**src/dwd_pkg.sv**
```systemverilog
// Package of constants and types for the dual watchdog system
package dwd_pkg;

	// ------------------------------------------------------------
	// Clock and timing
	// ------------------------------------------------------------
	localparam int CLK_SYS_HZ = 100_000_000;
	localparam int OSC_LOW_HZ = 128_000;
	// Low-speed tick period in system clocks (rounded down)
	localparam int OSC_DIV = CLK_SYS_HZ / OSC_LOW_HZ;
	// Window prescale in system clocks
	localparam int WIN_PRESCALE = 12288;
	localparam int WIN_PRE_W = 14;

	// ------------------------------------------------------------
	// Windowed watchdog
	// ------------------------------------------------------------
	localparam int WIN_W = 7;
	localparam logic [WIN_W-1:0] WIN_CNT_RST = 7'h7F;
	localparam logic [WIN_W-1:0] WIN_LIMIT_RST = 7'h7F;
	localparam int WIN_MSB = WIN_W - 1;
	// Expiry point: the last tick seen at this count fires
	localparam logic [WIN_W-1:0] WIN_EXPIRE = 7'h40;

	// ------------------------------------------------------------
	// Free-running watchdog
	// ------------------------------------------------------------
	localparam int FR_W = 8;
	localparam int FR_PRE_W = 3;
	localparam logic [FR_W-1:0] FR_RELOAD_RST = 8'hFF;
	localparam logic [FR_PRE_W-1:0] FR_PRE_RST = 3'h0;
	localparam logic [7:0] FR_PRE_MAX = 8'hFF;
	// Prescaler count width and its base span of four ticks
	localparam int FR_DIV_W = 9;
	localparam logic [FR_DIV_W:0] FR_PRE_BASE = 10'h004;

	// Software commands to the free-running watchdog
	typedef enum logic [1:0] {
		DWD_CMD_NONE,
		DWD_CMD_START,
		DWD_CMD_REFRESH
	} dwd_cmd_e;

	// Configuration from software writes, and the reset cause record
	typedef struct packed {
		logic start;
		logic [WIN_W-1:0] count;
		logic [WIN_W-1:0] limit;
	} dwd_win_cfg_s;

	typedef struct packed {
		dwd_cmd_e cmd;
		logic [FR_W-1:0] reload;
		logic [FR_PRE_W-1:0] prescale;
	} dwd_fr_cfg_s;

	typedef struct packed {
		logic winTimeout;
		logic winEarly;
		logic frTimeout;
	} dwd_cause_s;

endpackage

```
**src/dwd_top.sv**
```systemverilog
// Dual watchdog: windowed watchdog and free-running watchdog
`timescale 1ns/1ps

module dwd_top
	import dwd_pkg::*;
(
	input wire logic clk_sys, // System clock
	input wire logic rstn, // Async reset, active low
	input wire logic oscLowTick, // Low-speed oscillator tick, one cycle
	input wire logic optWinEnable, // Option strap: windowed active at start
	input wire logic optFrEnable, // Option strap: free-running active at start
	input wire dwd_win_cfg_s winCfg, // Windowed start and refresh data
	input wire logic winWrite, // Strobe for winCfg
	input wire dwd_fr_cfg_s frCfg, // Free-running command and setup
	input wire logic frWrite, // Strobe for frCfg
	output logic resetReq, // Device reset request, level
	output dwd_cause_s resetCause, // Which watchdog fired
	output logic winActive, // Windowed watchdog running
	output logic frActive, // Free-running watchdog running
	output logic [WIN_W-1:0] winCount // Windowed counter value
);

	// ------------------------------------------------------------
	// Startup strap capture
	// ------------------------------------------------------------
	// Straps sampled by a clocked process after release, never under reset
	logic strapDone;
	always_ff @(posedge clk_sys or negedge rstn) begin
		if (!rstn) begin
			strapDone <= 1'b0;
		end else begin
			strapDone <= 1'b1;
		end
	end
	logic strapTake;
	// High for the first edge after release only
	assign strapTake = !strapDone;

	// ------------------------------------------------------------
	// Windowed watchdog prescaler
	// ------------------------------------------------------------
	// Free-running so refreshes do not stretch the tick period
	logic [WIN_PRE_W-1:0] winPre;
	logic winTick;
	always_ff @(posedge clk_sys or negedge rstn) begin
		if (!rstn) begin
			winPre <= '0;
			winTick <= 1'b0;
		end else if (winPre == WIN_PRE_W'(WIN_PRESCALE - 1)) begin
			winPre <= '0;
			winTick <= 1'b1;
		end else begin
			winPre <= winPre + 1'b1;
			winTick <= 1'b0;
		end
	end

	// ------------------------------------------------------------
	// Windowed watchdog
	// ------------------------------------------------------------
	logic [WIN_W-1:0] winLimit;
	logic winFire;
	logic winEarlyFire;
	logic winStartCmd;
	logic winRefresh;
	logic winEarly;
	assign winStartCmd = winWrite && winCfg.start;
	// Refresh is any write while running; start also loads count
	assign winRefresh = winWrite && winActive;
	// Early refresh: counter still above window value
	// Old limit applies; a new one only guards the next refresh
	assign winEarly = winRefresh && (winCount > winLimit);

	always_ff @(posedge clk_sys or negedge rstn) begin
		if (!rstn) begin
			winActive <= 1'b0;
		end else if ((strapTake && optWinEnable) || winStartCmd) begin
			winActive <= 1'b1;
		end
		// No path clears it short of reset
	end

	always_ff @(posedge clk_sys or negedge rstn) begin
		if (!rstn) begin
			winCount <= WIN_CNT_RST;
			winLimit <= WIN_LIMIT_RST;
		end else if (winWrite) begin
			winCount <= winCfg.count;
			winLimit <= winCfg.limit;
		end else if (winActive && winTick) begin
			winCount <= winCount - 7'h01;
		end
	end

	// Expiry when bit 6 would clear: count leaves WIN_EXPIRE going down
	// A refresh in the cycle of the last tick still saves the device
	always_ff @(posedge clk_sys or negedge rstn) begin
		if (!rstn) begin
			winFire <= 1'b0;
		end else begin
			winFire <= winActive && winTick && !winWrite &&
				(winCount == WIN_EXPIRE);
		end
	end

	always_ff @(posedge clk_sys or negedge rstn) begin
		if (!rstn) begin
			winEarlyFire <= 1'b0;
		end else begin
			winEarlyFire <= winEarly;
		end
	end

	// ------------------------------------------------------------
	// Free-running watchdog
	// ------------------------------------------------------------
	// Last prescaler count for a select: (4 << sel) - 1
	// One spare bit so the top select reaches 512 ticks, about 4 ms at 128 kHz
	function automatic logic [FR_DIV_W-1:0] frDivLast(input logic [FR_PRE_W-1:0] sel);
		logic [FR_DIV_W:0] span;
		span = FR_PRE_BASE << sel;
		span = span - 10'h001;
		return span[FR_DIV_W-1:0];
	endfunction

	logic [FR_DIV_W-1:0] frPre;
	logic [FR_W-1:0] frCount;
	logic [FR_W-1:0] frReload;
	logic [FR_PRE_W-1:0] frPreSel;
	logic frFire;
	logic frStartCmd;
	logic frRefreshCmd;
	logic [FR_DIV_W-1:0] frPreLast;
	assign frStartCmd = frWrite && (frCfg.cmd == DWD_CMD_START);
	assign frRefreshCmd = frWrite && (frCfg.cmd == DWD_CMD_REFRESH);
	assign frPreLast = frDivLast(frPreSel);

	always_ff @(posedge clk_sys or negedge rstn) begin
		if (!rstn) begin
			frActive <= 1'b0;
		end else if ((strapTake && optFrEnable) || frStartCmd) begin
			frActive <= 1'b1;
		end
	end

	// Setup only taken while stopped
	always_ff @(posedge clk_sys or negedge rstn) begin
		if (!rstn) begin
			frReload <= FR_RELOAD_RST;
			frPreSel <= FR_PRE_RST;
		end else if (frWrite && !frActive && frCfg.cmd == DWD_CMD_NONE) begin
			frReload <= frCfg.reload;
			frPreSel <= frCfg.prescale;
		end
	end

	always_ff @(posedge clk_sys or negedge rstn) begin
		if (!rstn) begin
			frPre <= '0;
			frCount <= FR_RELOAD_RST;
			frFire <= 1'b0;
		end else begin
			frFire <= 1'b0;
			// Held at reload while stopped so a start counts a full period
			if (!frActive || frRefreshCmd) begin
				frCount <= frReload;
				frPre <= '0;
			end else if (oscLowTick) begin
				if (frPre >= frPreLast) begin
					frPre <= '0;
					if (frCount == '0) begin
						frFire <= 1'b1;
					end else begin
						frCount <= frCount - 8'h01;
					end
				end else begin
					frPre <= frPre + 1'b1;
				end
			end
		end
	end

	// ------------------------------------------------------------
	// Reset request
	// ------------------------------------------------------------
	// Held until the system reset pulls rstn; either source suffices
	always_ff @(posedge clk_sys or negedge rstn) begin
		if (!rstn) begin
			resetReq <= 1'b0;
		end else if (winFire || winEarlyFire || frFire) begin
			resetReq <= 1'b1;
		end
	end

	// Cause bits accumulate; a later firing of the other watchdog adds its bit
	always_ff @(posedge clk_sys or negedge rstn) begin
		if (!rstn) begin
			resetCause <= '0;
		end else begin
			if (winFire) begin
				resetCause.winTimeout <= 1'b1;
			end
			if (winEarlyFire) begin
				resetCause.winEarly <= 1'b1;
			end
			if (frFire) begin
				resetCause.frTimeout <= 1'b1;
			end
		end
	end

endmodule

```
**config.mk**
```make
export PLATFORM = sky130hd
export DESIGN_NAME = dwd_top
export DESIGN_NICKNAME = d
export VERILOG_FILES = /design/src/dwd_pkg.sv /design/src/dwd_top.sv
export SDC_FILE = /design/constraint.sdc
export NUM_CORES = 1
export LEC_CHECK = 0
export ABC_AREA = 1
export CORE_ASPECT_RATIO = 0.75
export CORE_UTILIZATION = 35
export DETAILED_ROUTE_END_ITERATION = 6
export DONT_BUFFER_PORTS = 1
export HOLD_SLACK_MARGIN = 0.1
export PLACE_DENSITY_LB_ADDON = 0.12
export SYNTH_ARGS = -nofsm -noshare
export SYNTH_HDL_FRONTEND = slang
export SYNTH_SLANG_ARGS = --single-unit
```
**constraint.sdc**
```tcl
create_clock -name clk_sys -period 3.25 [get_ports clk_sys]
set_input_delay 0.325 -clock clk_sys [delete_from_list [all_inputs] [get_ports clk_sys]]
set_output_delay 0.325 -clock clk_sys [all_outputs]
set_load 0.005 [all_outputs]
```
Word-level counts from Yosys, hierarchy flattened
Index checks and enable logic that the tools add are counted.
Word-level totals
  register bits after elaboration: 67
  bits in latches: 0
  bits in writable memories: 0
  bits in read-only memories: 0
  input bits: 35
  output and inout bits: 13
  memories kept: 0
Operators by class
  add/sub/neg operators: 5
  multipliers: 0
  div/mod/pow operators: 0
  magnitude comparators: 2
  equality and inequality tests: 5
  shifts and indexed selects: 1
  muxes and demuxes: 15
  bitwise gates (word level): 0
  reduce and logical (&&, ||, !) cells: 26
Operators by type and width (number)
  $mux 8: 4
  $mux 9: 3
  $add 14x1->14 const B: 1
  $eq 14x14->1 const B: 1
  $mux 14: 1
  $mux 7: 2
  $logic_and 1x1->1: 12
  $add 9x1->9 const B: 1
  $ge 9x9->1: 1
  $shl 3x3->9 const A: 1
  $sub 9x1->9 const B: 1
  $logic_not 8->1: 1
  $sub 8x1->8 const B: 1
  $eq 7x7->1 const B: 1
  $gt 7x7->1: 1
  $sub 7x1->7 const B: 1
  $reduce_bool 2->1: 3
  $logic_or 1x1->1: 5
  $mux 1: 5
  $logic_not 1->1: 3
  $reduce_and 3->1: 1
  $eq 2x1->1 const B: 1
  $eq 2x2->1 const B: 1
  $logic_not 2->1: 1
  $ne 2x2->1 const B: 1

Longest topological paths before layout
Gate-level depths: netlist of run 1.
  depth after elaboration: 6
  gate-level depth with buffers: 11
  gate-level depth less buffers: 11

Least setup slack after synthesis of run 1
No wires, ideal clock.
  kind: register -> register
  start: reg frPreSel[1]
  end: reg frPre[0]
  setup time: 0.065 ns
  data arrival time: 1.586 ns
  path slack: 1.599 ns
  cell stages (with the launch flop): 12
  clock period less this slack: 1.651 ns
  cells stage by stage: dfrtp_1 -> o21ai_0 -> ha_1 -> nand2_1 -> nand2_1 -> nand2_1 -> nand2_1 -> nor2_2 -> nand2_1 -> nor2_2 -> nand3_1 -> nand2_1
On the way
  cells in the longest elaborated chain, start to end: 6
RTL lines
  from (decl): line dwd_top.sv:129  | logic [FR_PRE_W-1:0] frPreSel;
  from (signal assigned): line dwd_top.sv:153  | frPreSel <= frCfg.prescale;
  $shl 3x3->9: line dwd_top.sv:121  | span = FR_PRE_BASE << sel;
  $sub 9x1->9: line dwd_top.sv:122  | span = span - 10'h001;
  $ge 9x9->1: line dwd_top.sv:169  | if (frPre >= frPreLast) begin
  $mux 9: line dwd_top.sv:169
  $mux 9: line dwd_top.sv:168  | end else if (oscLowTick) begin
  $mux 9: line dwd_top.sv:165  | if (!frActive || frRefreshCmd) begin
  to (signal assigned): line dwd_top.sv:177  | frPre <= frPre + 1'b1;
  to (decl): line dwd_top.sv:126  | logic [FR_DIV_W-1:0] frPre;
Every way passes these cells. The select of a mux whose other input is x is not followed.
A chain may end at the register's enable or synchronous reset.

Worst setup path in the final report of run 1
  start: reg frPreSel[2]
  end: reg frPre[0]
The elaborated chain is that of the path after synthesis.

==> results.yml, run 1 <==
synthesis:
  synth_compound_area_share_pct: 4.96
  syn_nets: 502
  postSynthCellCount: 449
  ys_types: 37
  synthAdderAreaFrac_pct: 6.03
  ys_warn_count: 0
  synthSimpleGateAreaFrac_pct: 29.1
  yosys.area.top_type: "dfrtp_1"
  synth_xor_area_share_pct: 4.46
  synth_mux_area_share_pct: 2.72
  syn_area_mm2: 0.00373
  synth_top_family_by_area: "simple AND/OR/NAND/NOR gates"
  synthTopCellsByArea: "dfrtp_1 (25%), dfstp_2 (21%), nand2_1 (13%), ha_1 (6.0%), nand3_1 (5.4%)"
  syn_area_per_cell_um2: 8.31
  synth_seq_area_share_pct: 45.9
  yosysTopAreaCellShare_pct: 24.8
  synth.ff_latch_count: 67
route:
  antenna_left: 0
  dr.first_iter.drc_count: 117
  viasPerCell: 4.68
  wl_per_cell_um: 13.0
  first_pass_iters: 4
  via_count: 2820
  drc: 0
  wl_um: 7850
global_routing:
  overflow: 0
  grtUsageMet3_pct: 4.84
  grt_max_degree: 68
  track_usage_pct: 15.4
  use_met1_pct: 21.1
  busiest_layer: "met2"
  grt_pass1_vias: 2628
  grt_antenna_before_repair: 0
  use_met2_pct: 22.6
  grt_pass1_wl_um: 12900
power_and_ir_drop:
  ir_worst_vdd_v: 0.000231
  p_sw_share_pct: 29.6
  power_frac_seq_pct: 43.1
  finalPower_w: 0.00245
  p_leak_nw: 2.06
  power_density_mw_per_mm2: 575
  power.share.clock_pct: 37.5
  p_switching_w: 0.000723
  p_int_w: 0.00172
  power_frac_comb_pct: 19.4
floorplan:
  ios: 48
  fp.dieW_um: 121
  fp-row-count: 32
  core_mm2: 0.0103
  dieHeight_um: 91.4
  initial_core_util_pct: 36.1
  die_area_mm2: 0.0111
final_layout:
  fin_cells: 603
  drive_above_1_share_pct: 15.0
  final_area_mm2: 0.00425
  area_growth_pct: 13.9
  final_common_cell: "nand2_1"
  n_fill_cell: 1061
  layout_common_cells: "nand2_1 (128), inv_1 (46), nand3_1 (40), nor2_1 (40), dfrtp_1 (37)"
  ff_latch_area_mm2: 0.00171
  multiInputGateArea_mm2: 0.00177
  fin_nets: 515
  post-route-util_pct: 41.2
  diodes: 0
hold_path:
  hold_depth: 2
  hp-start: "winWrite"
  hp-class: "in -> reg"
  holdPathEnd: "winLimit[6]$_DFFE_PN1P_"
setup_path:
  path_max_fanout: 7
  max_stage_delay_ns: 0.44
  reg2reg_from: "frPreSel[2]$_DFFE_PN0P_"
  cp.arrival_ns: 2.17
  required_ns: 3.51
  rr_endpoint: "frPre[0]$_DFFE_PN0P_"
  crit_start: "frPreSel[2]$_DFFE_PN0P_"
  cp-start-kind: "flip-flop"
  r2r_setup_slack_ns: 1.35
  critPathBufInv: 0
  cpMostUsedCell: "nand2_1"
  critPathTopFamily: "simple AND/OR/NAND/NOR gates"
  end_kind: "flip-flop"
  rr_worst_depth: 9
  crit_type: "reg -> reg"
  path_cells: "nand3_1 -> ha_1 -> a21oi_1 -> nand2_1 -> nor2_2 -> nand2_1 -> nor2_2 -> nand3_1 -> nand2_1"
  slowest_stage: "dfrtp_1"
place:
  hpwl_um: 5390
  globalplace.congestion: 0.798
  placed_area_mm2: 0.00386
  port-buffer-count: 0
  dpl.cell_count: 578
outcome:
  status: "finished clean"
clock_tree:
  cts_sinks: 67
  cts_tree: "yes"
  clk_transition_reported_paths_ns: 0.06
  root_buffer: "clkbuf_16"
  cts_max_path_buffers: 2
  cts-resized-gates: 0
  insertion_delay_ns: 0.33
  post-cts-setup-buffer-count: 0
  cts_made_buffers: 9
  h-tree-depth: 3
timing:
  setup_viol: 0
  fin_tns_setup_ns: 0
  layout_min_cycle_time_ns: 1.90
  rsz0062_at_grt: "no"
  clock_skew_ns: 0.00494
  fin_crit_sh_pct: 58.6
  slew_violations: 0
  max-slew-margin-rel_pct: 66.8
  fmax_ghz: 0.525
  hold_viol: 0
  tightest_slew_ns: 0.496
run:
  maxCapViolCount: 0
## area by class of cell
class / count / share of cell area, %
sequential: 67 / 40.3
tap: 136 / 4.00
inverter: 56 / 4.94
timing repair buffer: 9 / 2.53
clock buffer: 14 / 6.44
multi-input combinational: 319 / 41.5
clock inverter: 2 / 0.235
## power groups by stage
stage | combinational [W] | clock [W] | sequential (W)
after floorplan | 0.000374 | 0 | 0.00104
after global placement | 0.000429 | 0 | 0.00107
after detailed placement | 0.000440 | 0 | 0.00107
after CTS | 0.000476 | 0.000955 | 0.00106
after global routing | 0.000551 | 0.000983 | 0.00107
final | 0.000474 | 0.000917 | 0.00105
## worst max-delay path by stage
stage                                 to  cells after the start
global route        frPre[7]$_DFFE_PN0P_                     11
detailed placement  frPre[0]$_DFFE_PN0P_                      9
floorplan           frPre[0]$_DFFE_PN0P_                     11
CTS                 frPre[0]$_DFFE_PN0P_                      9
global placement    frPre[7]$_DFFE_PN0P_                      9
finish              frPre[0]$_DFFE_PN0P_                      9
## cell usage after synthesis (all sizes together)
| cell type | n |
|---|---|
| nand2 | 130 |
| inv | 54 |
| nor2 | 46 |
| nand3 | 42 |
| dfrtp | 37 |
| dfstp | 30 |
| ha | 18 |
| o21ai | 16 |
| xor2 | 15 |
| a21oi | 12 |
| mux2 | 9 |
| nor3 | 7 |
| buf | 5 |
| nand4 | 5 |
| o211ai | 5 |
| xnor2 | 4 |
| or2 | 3 |
| clkbuf | 2 |
| clkinv | 2 |
| nor3b | 2 |
| a211oi | 1 |
| and3 | 1 |
| conb | 1 |
| nand3b | 1 |
| or4 | 1 |
## stage by stage
stage          worst slack, ns  hold slack (ns)
4_1_cts                   1.35            0.100
5_1_grt                   1.16            0.113
6_report                  1.35            0.113
3_3_place_gp              1.39           0.0324
2_1_floorplan             1.60           0.0294
3_5_place_dp              1.38           0.0324
## per-layer routing
layer	routed length (µm)	part of all wire, %	vias to the layer above
li1	-	-	1464
met1	3990	51	1292
met2	3420	44	58
met3	369	4.7	6
met4	73	0.93	0
met5	0	0	-
## state kept, by name, summed over array words and instances, names as in the netlist
name,flops
winCount,7
winPre,14
resetReq,1
winTick,1
winFire,1
frCount,8
winActive,1
frPreSel,3
frFire,1
resetCause,3
strapDone,1
frPre,9
frReload,8
winLimit,7
winEarlyFire,1
frActive,1
## cell families (layout without fill, tap and decap cells)
family | after synthesis | after routing
AND/OR/NAND/NOR | 238 | 238
flip-flops | 67 | 67
buffers and inverters | 63 | 81
AO/OA/AOI/OAI | 34 | 34
XOR/XNOR | 19 | 19
adder cells (fa/ha/maj) | 18 | 18
multiplexers | 9 | 9
other | 1 | 1
## what timing repair did
item / in CTS / in global routing
hold buffers: 9 / 0
setup endpoints to repair: 0 / 0
hold endpoints to repair: 76 / 0
Power figures use the tool's default switching activity.
==> inputs of run 2 (changes only) <==
- clock period: 3.25 -> 1.8 ns (I/O delays scaled with it)
==> run 2 against run 1 <==
Die area stayed put. Non-clock buffer count up 34. Setup slack got worse by 1.3 ns. Flip-flop and latch count is the same.
==> results.yml, run 2 (synthesis results as in run 1) <==
final_layout:
  final_common_cell: "nand2_1"
  layout_common_cells: "nand2_1 (126), inv_1 (46), nor2_1 (39)"
  fin_nets: 550
  largest_register: "winPre"
  final_area_mm2: 0.00469
  reg.largest.list: "winPre x14, frPre x9"
  drive_above_1_share_pct: 18.7
  diodes: 0
  largest_reg_flops: 14
  area_growth_pct: 25.5
timing:
  hold_viol: 0
  tightest_slew_ns: 0.726
  rsz0062_at_grt: "yes"
  whs_ns: 0.348
  fin_crit_sh_pct: 98.5
  max-slew-margin-rel_pct: 51.6
  fin_tns_setup_ns: 0
  clock_skew_ns: 0.00591
  slew_violations: 0
  layout_min_cycle_time_ns: 1.77
  fmax_ghz: 0.564
  setup_ws_ns: 0.0276
  setup_viol: 0
hold_path:
  hp-start: "frCfg[12]"
  holdPathEnd: "frCount[3]$_DFFE_PN1P_"
  hold_depth: 6
  hp-class: "in -> reg"
setup_path:
  reg2reg_from: "frPreSel[1]$_DFFE_PN0P_"
  cp-start-kind: "flip-flop"
  required_ns: 2.06
  end_kind: "flip-flop"
  cp.arrival_ns: 2.03
  rr_worst_depth: 11
  critPathBufInv: 0
  crit_type: "reg -> reg"
  critPathTopFamily: "simple AND/OR/NAND/NOR gates"
  path_cells: "a21oi_2 -> ha_1 -> nand2_1 -> nor2_1 -> nor2_1 -> nand2_1 -> nand2_4 -> nand2_4 -> nor2_4 -> nand3_2 -> nand2_1"
  path_max_fanout: 7
  rr_endpoint: "frPre[1]$_DFFE_PN0P_"
  cpMostUsedCell: "nand2_1"
  max_stage_delay_ns: 0.45
  r2r_setup_slack_ns: 0.03
  slowest_stage: "dfrtp_2"
place:
  placed_area_mm2: 0.00392
  globalplace.congestion: 0.835
  place_ws_ns: -0.0950
  hpwl_um: 5550
  port-buffer-count: 0
route:
  viasPerCell: 4.63
  wl_um: 8100
  drc: 0
  via_count: 2953
  dr.first_iter.drc_count: 182
  wl_per_cell_um: 12.7
  first_pass_iters: 4
  antenna_left: 0
clock_tree:
  insertion_delay_ns: 0.33
  h-tree-depth: 3
  cts_tree: "yes"
  root_buffer: "clkbuf_16"
  clk_transition_reported_paths_ns: 0.05
  cts_sinks: 67
  cts_max_path_buffers: 2
  cts_made_buffers: 9
floorplan:
  initial_core_util_pct: 36.1
  fp-row-count: 32
  die_area_mm2: 0.0111
  ios: 48
  core_mm2: 0.0103
  dieHeight_um: 91.4
  fp.dieW_um: 121
global_routing:
  grt_max_degree: 68
  track_usage_pct: 15.9
  overflow: 0
  grt_pass1_wl_um: 13500
  grt_antenna_before_repair: 0
  grt_pass1_vias: 2715
power_and_ir_drop:
  finalPower_w: 0.00467
  power_density_mw_per_mm2: 997
  p_leak_nw: 2.27
  ir_worst_vdd_v: 0.000460
run:
  maxCapViolCount: 0
outcome:
  status: "finished clean"
## run 2: final cells by class
type / instances / area (µm²)
clock buffers: 12 / 267
clock inverters: 4 / 46.3
fillers: 1033 / 5640
inverters: 56 / 210
multi-input cells: 320 / 1850
flip-flops and latches: 67 / 1720
well taps: 136 / 170
repair buffers: 43 / 428
## run 2: power breakdown
group	internal [W]	switching [W]	total, W	leakage, nW
Sequential	0.00174	0.000142	0.00188	0.775
Clock	0.00118	0.000632	0.00181	0.159
Combinational	0.000403	0.000571	0.000974	1.33
Total	0.00333	0.00134	0.00467	2.27
## run 2: how the worst max path moves through the flow
stage	from	endpoint	slack (ns)	cells after the start
4_1_cts	frPreSel[1]$_DFFE_PN0P_	frCount[0]$_DFFE_PN1P_	-0.02	11
2_1_floorplan	frPreSel[1]$_DFFE_PN0P_	frPre[0]$_DFFE_PN0P_	0.15	11
3_3_place_gp	frPreSel[2]$_DFFE_PN0P_	frPre[0]$_DFFE_PN0P_	-0.04	9
3_5_place_dp	frPreSel[1]$_DFFE_PN0P_	frPre[1]$_DFFE_PN0P_	-0.1	9
6_report	frPreSel[1]$_DFFE_PN0P_	frPre[1]$_DFFE_PN0P_	0.03	11
5_1_grt	frPreSel[0]$_DFFE_PN0P_	frPre[0]$_DFFE_PN0P_	-0.13	11
## run 2: worst register-to-register path: stages (launching register included)
cell	delay [ns]
dfrtp_2	0.45
a21oi_2	0.15
ha_1	0.25
nand2_1	0.09
nor2_1	0.04
nor2_1	0.08
nand2_1	0.09
nand2_4	0.13
nand2_4	0.09
nor2_4	0.16
nand3_2	0.08
nand2_1	0.09
## run 2: layer usage
metal	wire (µm)	global-route usage, %	part of all wire, %
met1	4120	22.2	51
met2	3490	23.1	43
met3	382	4.65	4.7
met4	115	5.56	1.4
met5	0	0	0
## run 2: stage by stage
stage	cells	utilization, %
2_1_floorplan	449	-
3_3_place_gp	586	38.0
3_5_place_dp	586	38.0
4_1_cts	637	45.0
5_1_grt	638	45.4
6_report	638	45.4
## run 2: what timing repair did
action	in CTS	in global routing
cloned	1	0
hold endpoints to repair	105	0
setup buffers	0	1
gates resized for setup	14	5
pin swaps	3	7
hold buffers	34	0
endpoints found under the setup margin	17	23
==> inputs of run 3 (changes only) <==
- CELL_PAD_IN_SITES_DETAIL_PLACEMENT: not set -> 0
- CELL_PAD_IN_SITES_GLOBAL_PLACEMENT: not set -> 1
==> run 3 against run 2 <==
Critical endpoint is now frCount[3]$_DFFE_PN1P_. Flip-flop and latch count unchanged. Clock-buffer cell count is the same. First-iteration DRC count fell by 40%. Fmax increased by 1.0%. Largest cell class unchanged. Combinational power grew 9%. Sequential share of layout area fell by 0.53 points. Clock skew up 0.0014 ns. Via count unchanged. The run now ends with hold timing left. Design area grew 1.5%. Non-clock buffer count grew 5.
==> results.yml, run 3 (synthesis results as in run 1) <==
final_layout:
  diodes: 0
  largest_reg_flops: 14
  largest_register: "winPre"
  fin_nets: 555
  multiInputGateArea_mm2: 0.00188
  layout_common_cells: "nand2_1 (121), inv_1 (46), nand3_1 (39)"
  drive_above_1_share_pct: 20.9
  final_common_cell: "nand2_1"
  n_fill_cell: 1042
  reg.largest.list: "winPre x14, frPre x9"
  ff_latch_area_mm2: 0.00172
  post-route-util_pct: 46.0
  area_growth_pct: 27.4
route:
  dr.first_iter.drc_count: 110
  antenna_left: 0
  wl_met2_um: 3500
  dr.max_layer_used: "met4"
  drc: 0
  wl_per_cell_um: 12.9
  wl_um: 8310
  wl_met3_um: 286
  viasPerCell: 4.59
  first_pass_iters: 4
  wl_met1_um: 4440
  via_count: 2953
timing:
  layout_min_cycle_time_ns: 1.75
  fin_crit_sh_pct: 97.5
  hold_viol: 4
  setup_viol: 0
  clock_skew_ns: 0.00730
  fin_tns_setup_ns: 0
  tightest_slew_ns: 0.744
  slew_violations: 0
  fmax_ghz: 0.570
  rsz0062_at_grt: "yes"
  max-slew-margin-rel_pct: 50.4
  setup_ws_ns: 0.0452
  whs_ns: -0.00465
floorplan:
  dieHeight_um: 91.4
  die_area_mm2: 0.0111
  fp-row-count: 32
  ios: 48
  initial_core_util_pct: 36.1
  core_mm2: 0.0103
  fp.dieW_um: 121
run:
  maxCapViolCount: 0
global_routing:
  grt_pass1_vias: 2888
  overflow: 0
  grt_max_degree: 68
  track_usage_pct: 16.7
  grt_pass1_wl_um: 14200
  grt_antenna_before_repair: 0
power_and_ir_drop:
  power_density_mw_per_mm2: 1000
  ir_worst_vdd_v: 0.000508
  p_leak_nw: 2.28
setup_path:
  cp-start-kind: "flip-flop"
  crit_type: "reg -> reg"
  cp_num_cells: 11
  cpMostUsedCell: "nand2_1"
  critPathTopFamily: "simple AND/OR/NAND/NOR gates"
  end_kind: "flip-flop"
  path_max_fanout: 7
  cp.arrival_ns: 2.02
  critPathBufInv: 2
  r2r_setup_slack_ns: 0.05
  required_ns: 2.07
  max_stage_delay_ns: 0.45
  slowest_stage: "dfrtp_2"
  rr_worst_depth: 11
  path_cells: "nand3_1 -> ha_4 -> nand2_1 -> inv_2 -> nand2_1 -> nor2_1 -> nor2_4 -> buf_4 -> nand3_4 -> nand3_1 -> nand2_1"
hold_path:
  hp-class: "in -> reg"
  hold_depth: 2
clock_tree:
  clk_transition_reported_paths_ns: 0.05
  cts_max_path_buffers: 2
  cts_tree: "yes"
  cts_made_buffers: 9
  cts_sinks: 67
  h-tree-depth: 3
  cts_hold_buf: 33
  insertion_delay_ns: 0.33
  root_buffer: "clkbuf_16"
outcome:
  violations: "hold timing"
  status: "complete, but fails checks"
place:
  port-buffer-count: 0
  place_ws_ns: -0.0732
  globalplace.congestion: 0.757
  hpwl_um: 5750
-- run 3: layout make-up --
type	instances	area share, %
Clock inverter	4	1.00
Sequential cell	67	36.1
Tap cell	136	3.58
Multi-Input combinational cell	320	39.4
Clock buffer	12	5.61
Timing Repair Buffer	48	9.82
Inverter	56	4.42
-- run 3: metal layers --
layer  vias up  track usage [%]
li1       1542                -
met1      1361             24.1
met2        42             23.7
met3         8             4.59
met4         0             5.25
met5         -                0
-- run 3: what timing repair did --
action | CTS | global route
endpoints found under the hold margin | 105 | 9
gates cloned | 1 | 0
endpoints found under the setup margin | 16 | 24
setup buffers | 1 | 4
pin swaps | 2 | 5
resized for setup | 9 | 19
-- run 3: worst paths after layout --
| check | startpoint | endpoint |
|---|---|---|
| min in group asynchronous | rstn | resetCause[1]$_DFFE_PN0P_ |
| min | oscLowTick | frPre[7]$_DFFE_PN0P_ |
| max | frPreSel[2]$_DFFE_PN0P_ | frCount[3]$_DFFE_PN1P_ |
| max reg2reg | frPreSel[2]$_DFFE_PN0P_ | frCount[3]$_DFFE_PN1P_ |
| max in group asynchronous | rstn | frReload[2]$_DFFE_PN1P_ |
| min reg2reg | winPre[0]$_DFF_PN0_ | winPre[0]$_DFF_PN0_ |
-- run 3: per-stage QoR --
| stage | area [µm²] | power [W] | instances |
|---|---|---|---|
| 3_5_place_dp | 3940 | 0.00279 | 588 |
| 5_1_grt | 4750 | 0.00508 | 643 |
| 2_1_floorplan | 3730 | 0.00255 | 449 |
| 3_3_place_gp | 3940 | 0.00278 | 588 |
| 4_1_cts | 4640 | 0.00475 | 639 |
| 6_report | 4750 | 0.00477 | 643 |
-- run 3: worst register-to-register path, delay by kind of cell, from the launching register on --
kind / cells / cell delay [ns]
and+or+nand+nor: 8 / 0.76
buffers and inverters: 2 / 0.21
adders and majority gates: 1 / 0.30
DFF: 1 / 0.45
-- run 3: report_power, final --
group	switching (W)	total (W)	internal, W
combinational	0.000603	0.00106	0.000452
sequential	0.000151	0.00189	0.00174
clock	0.000639	0.00182	0.00118
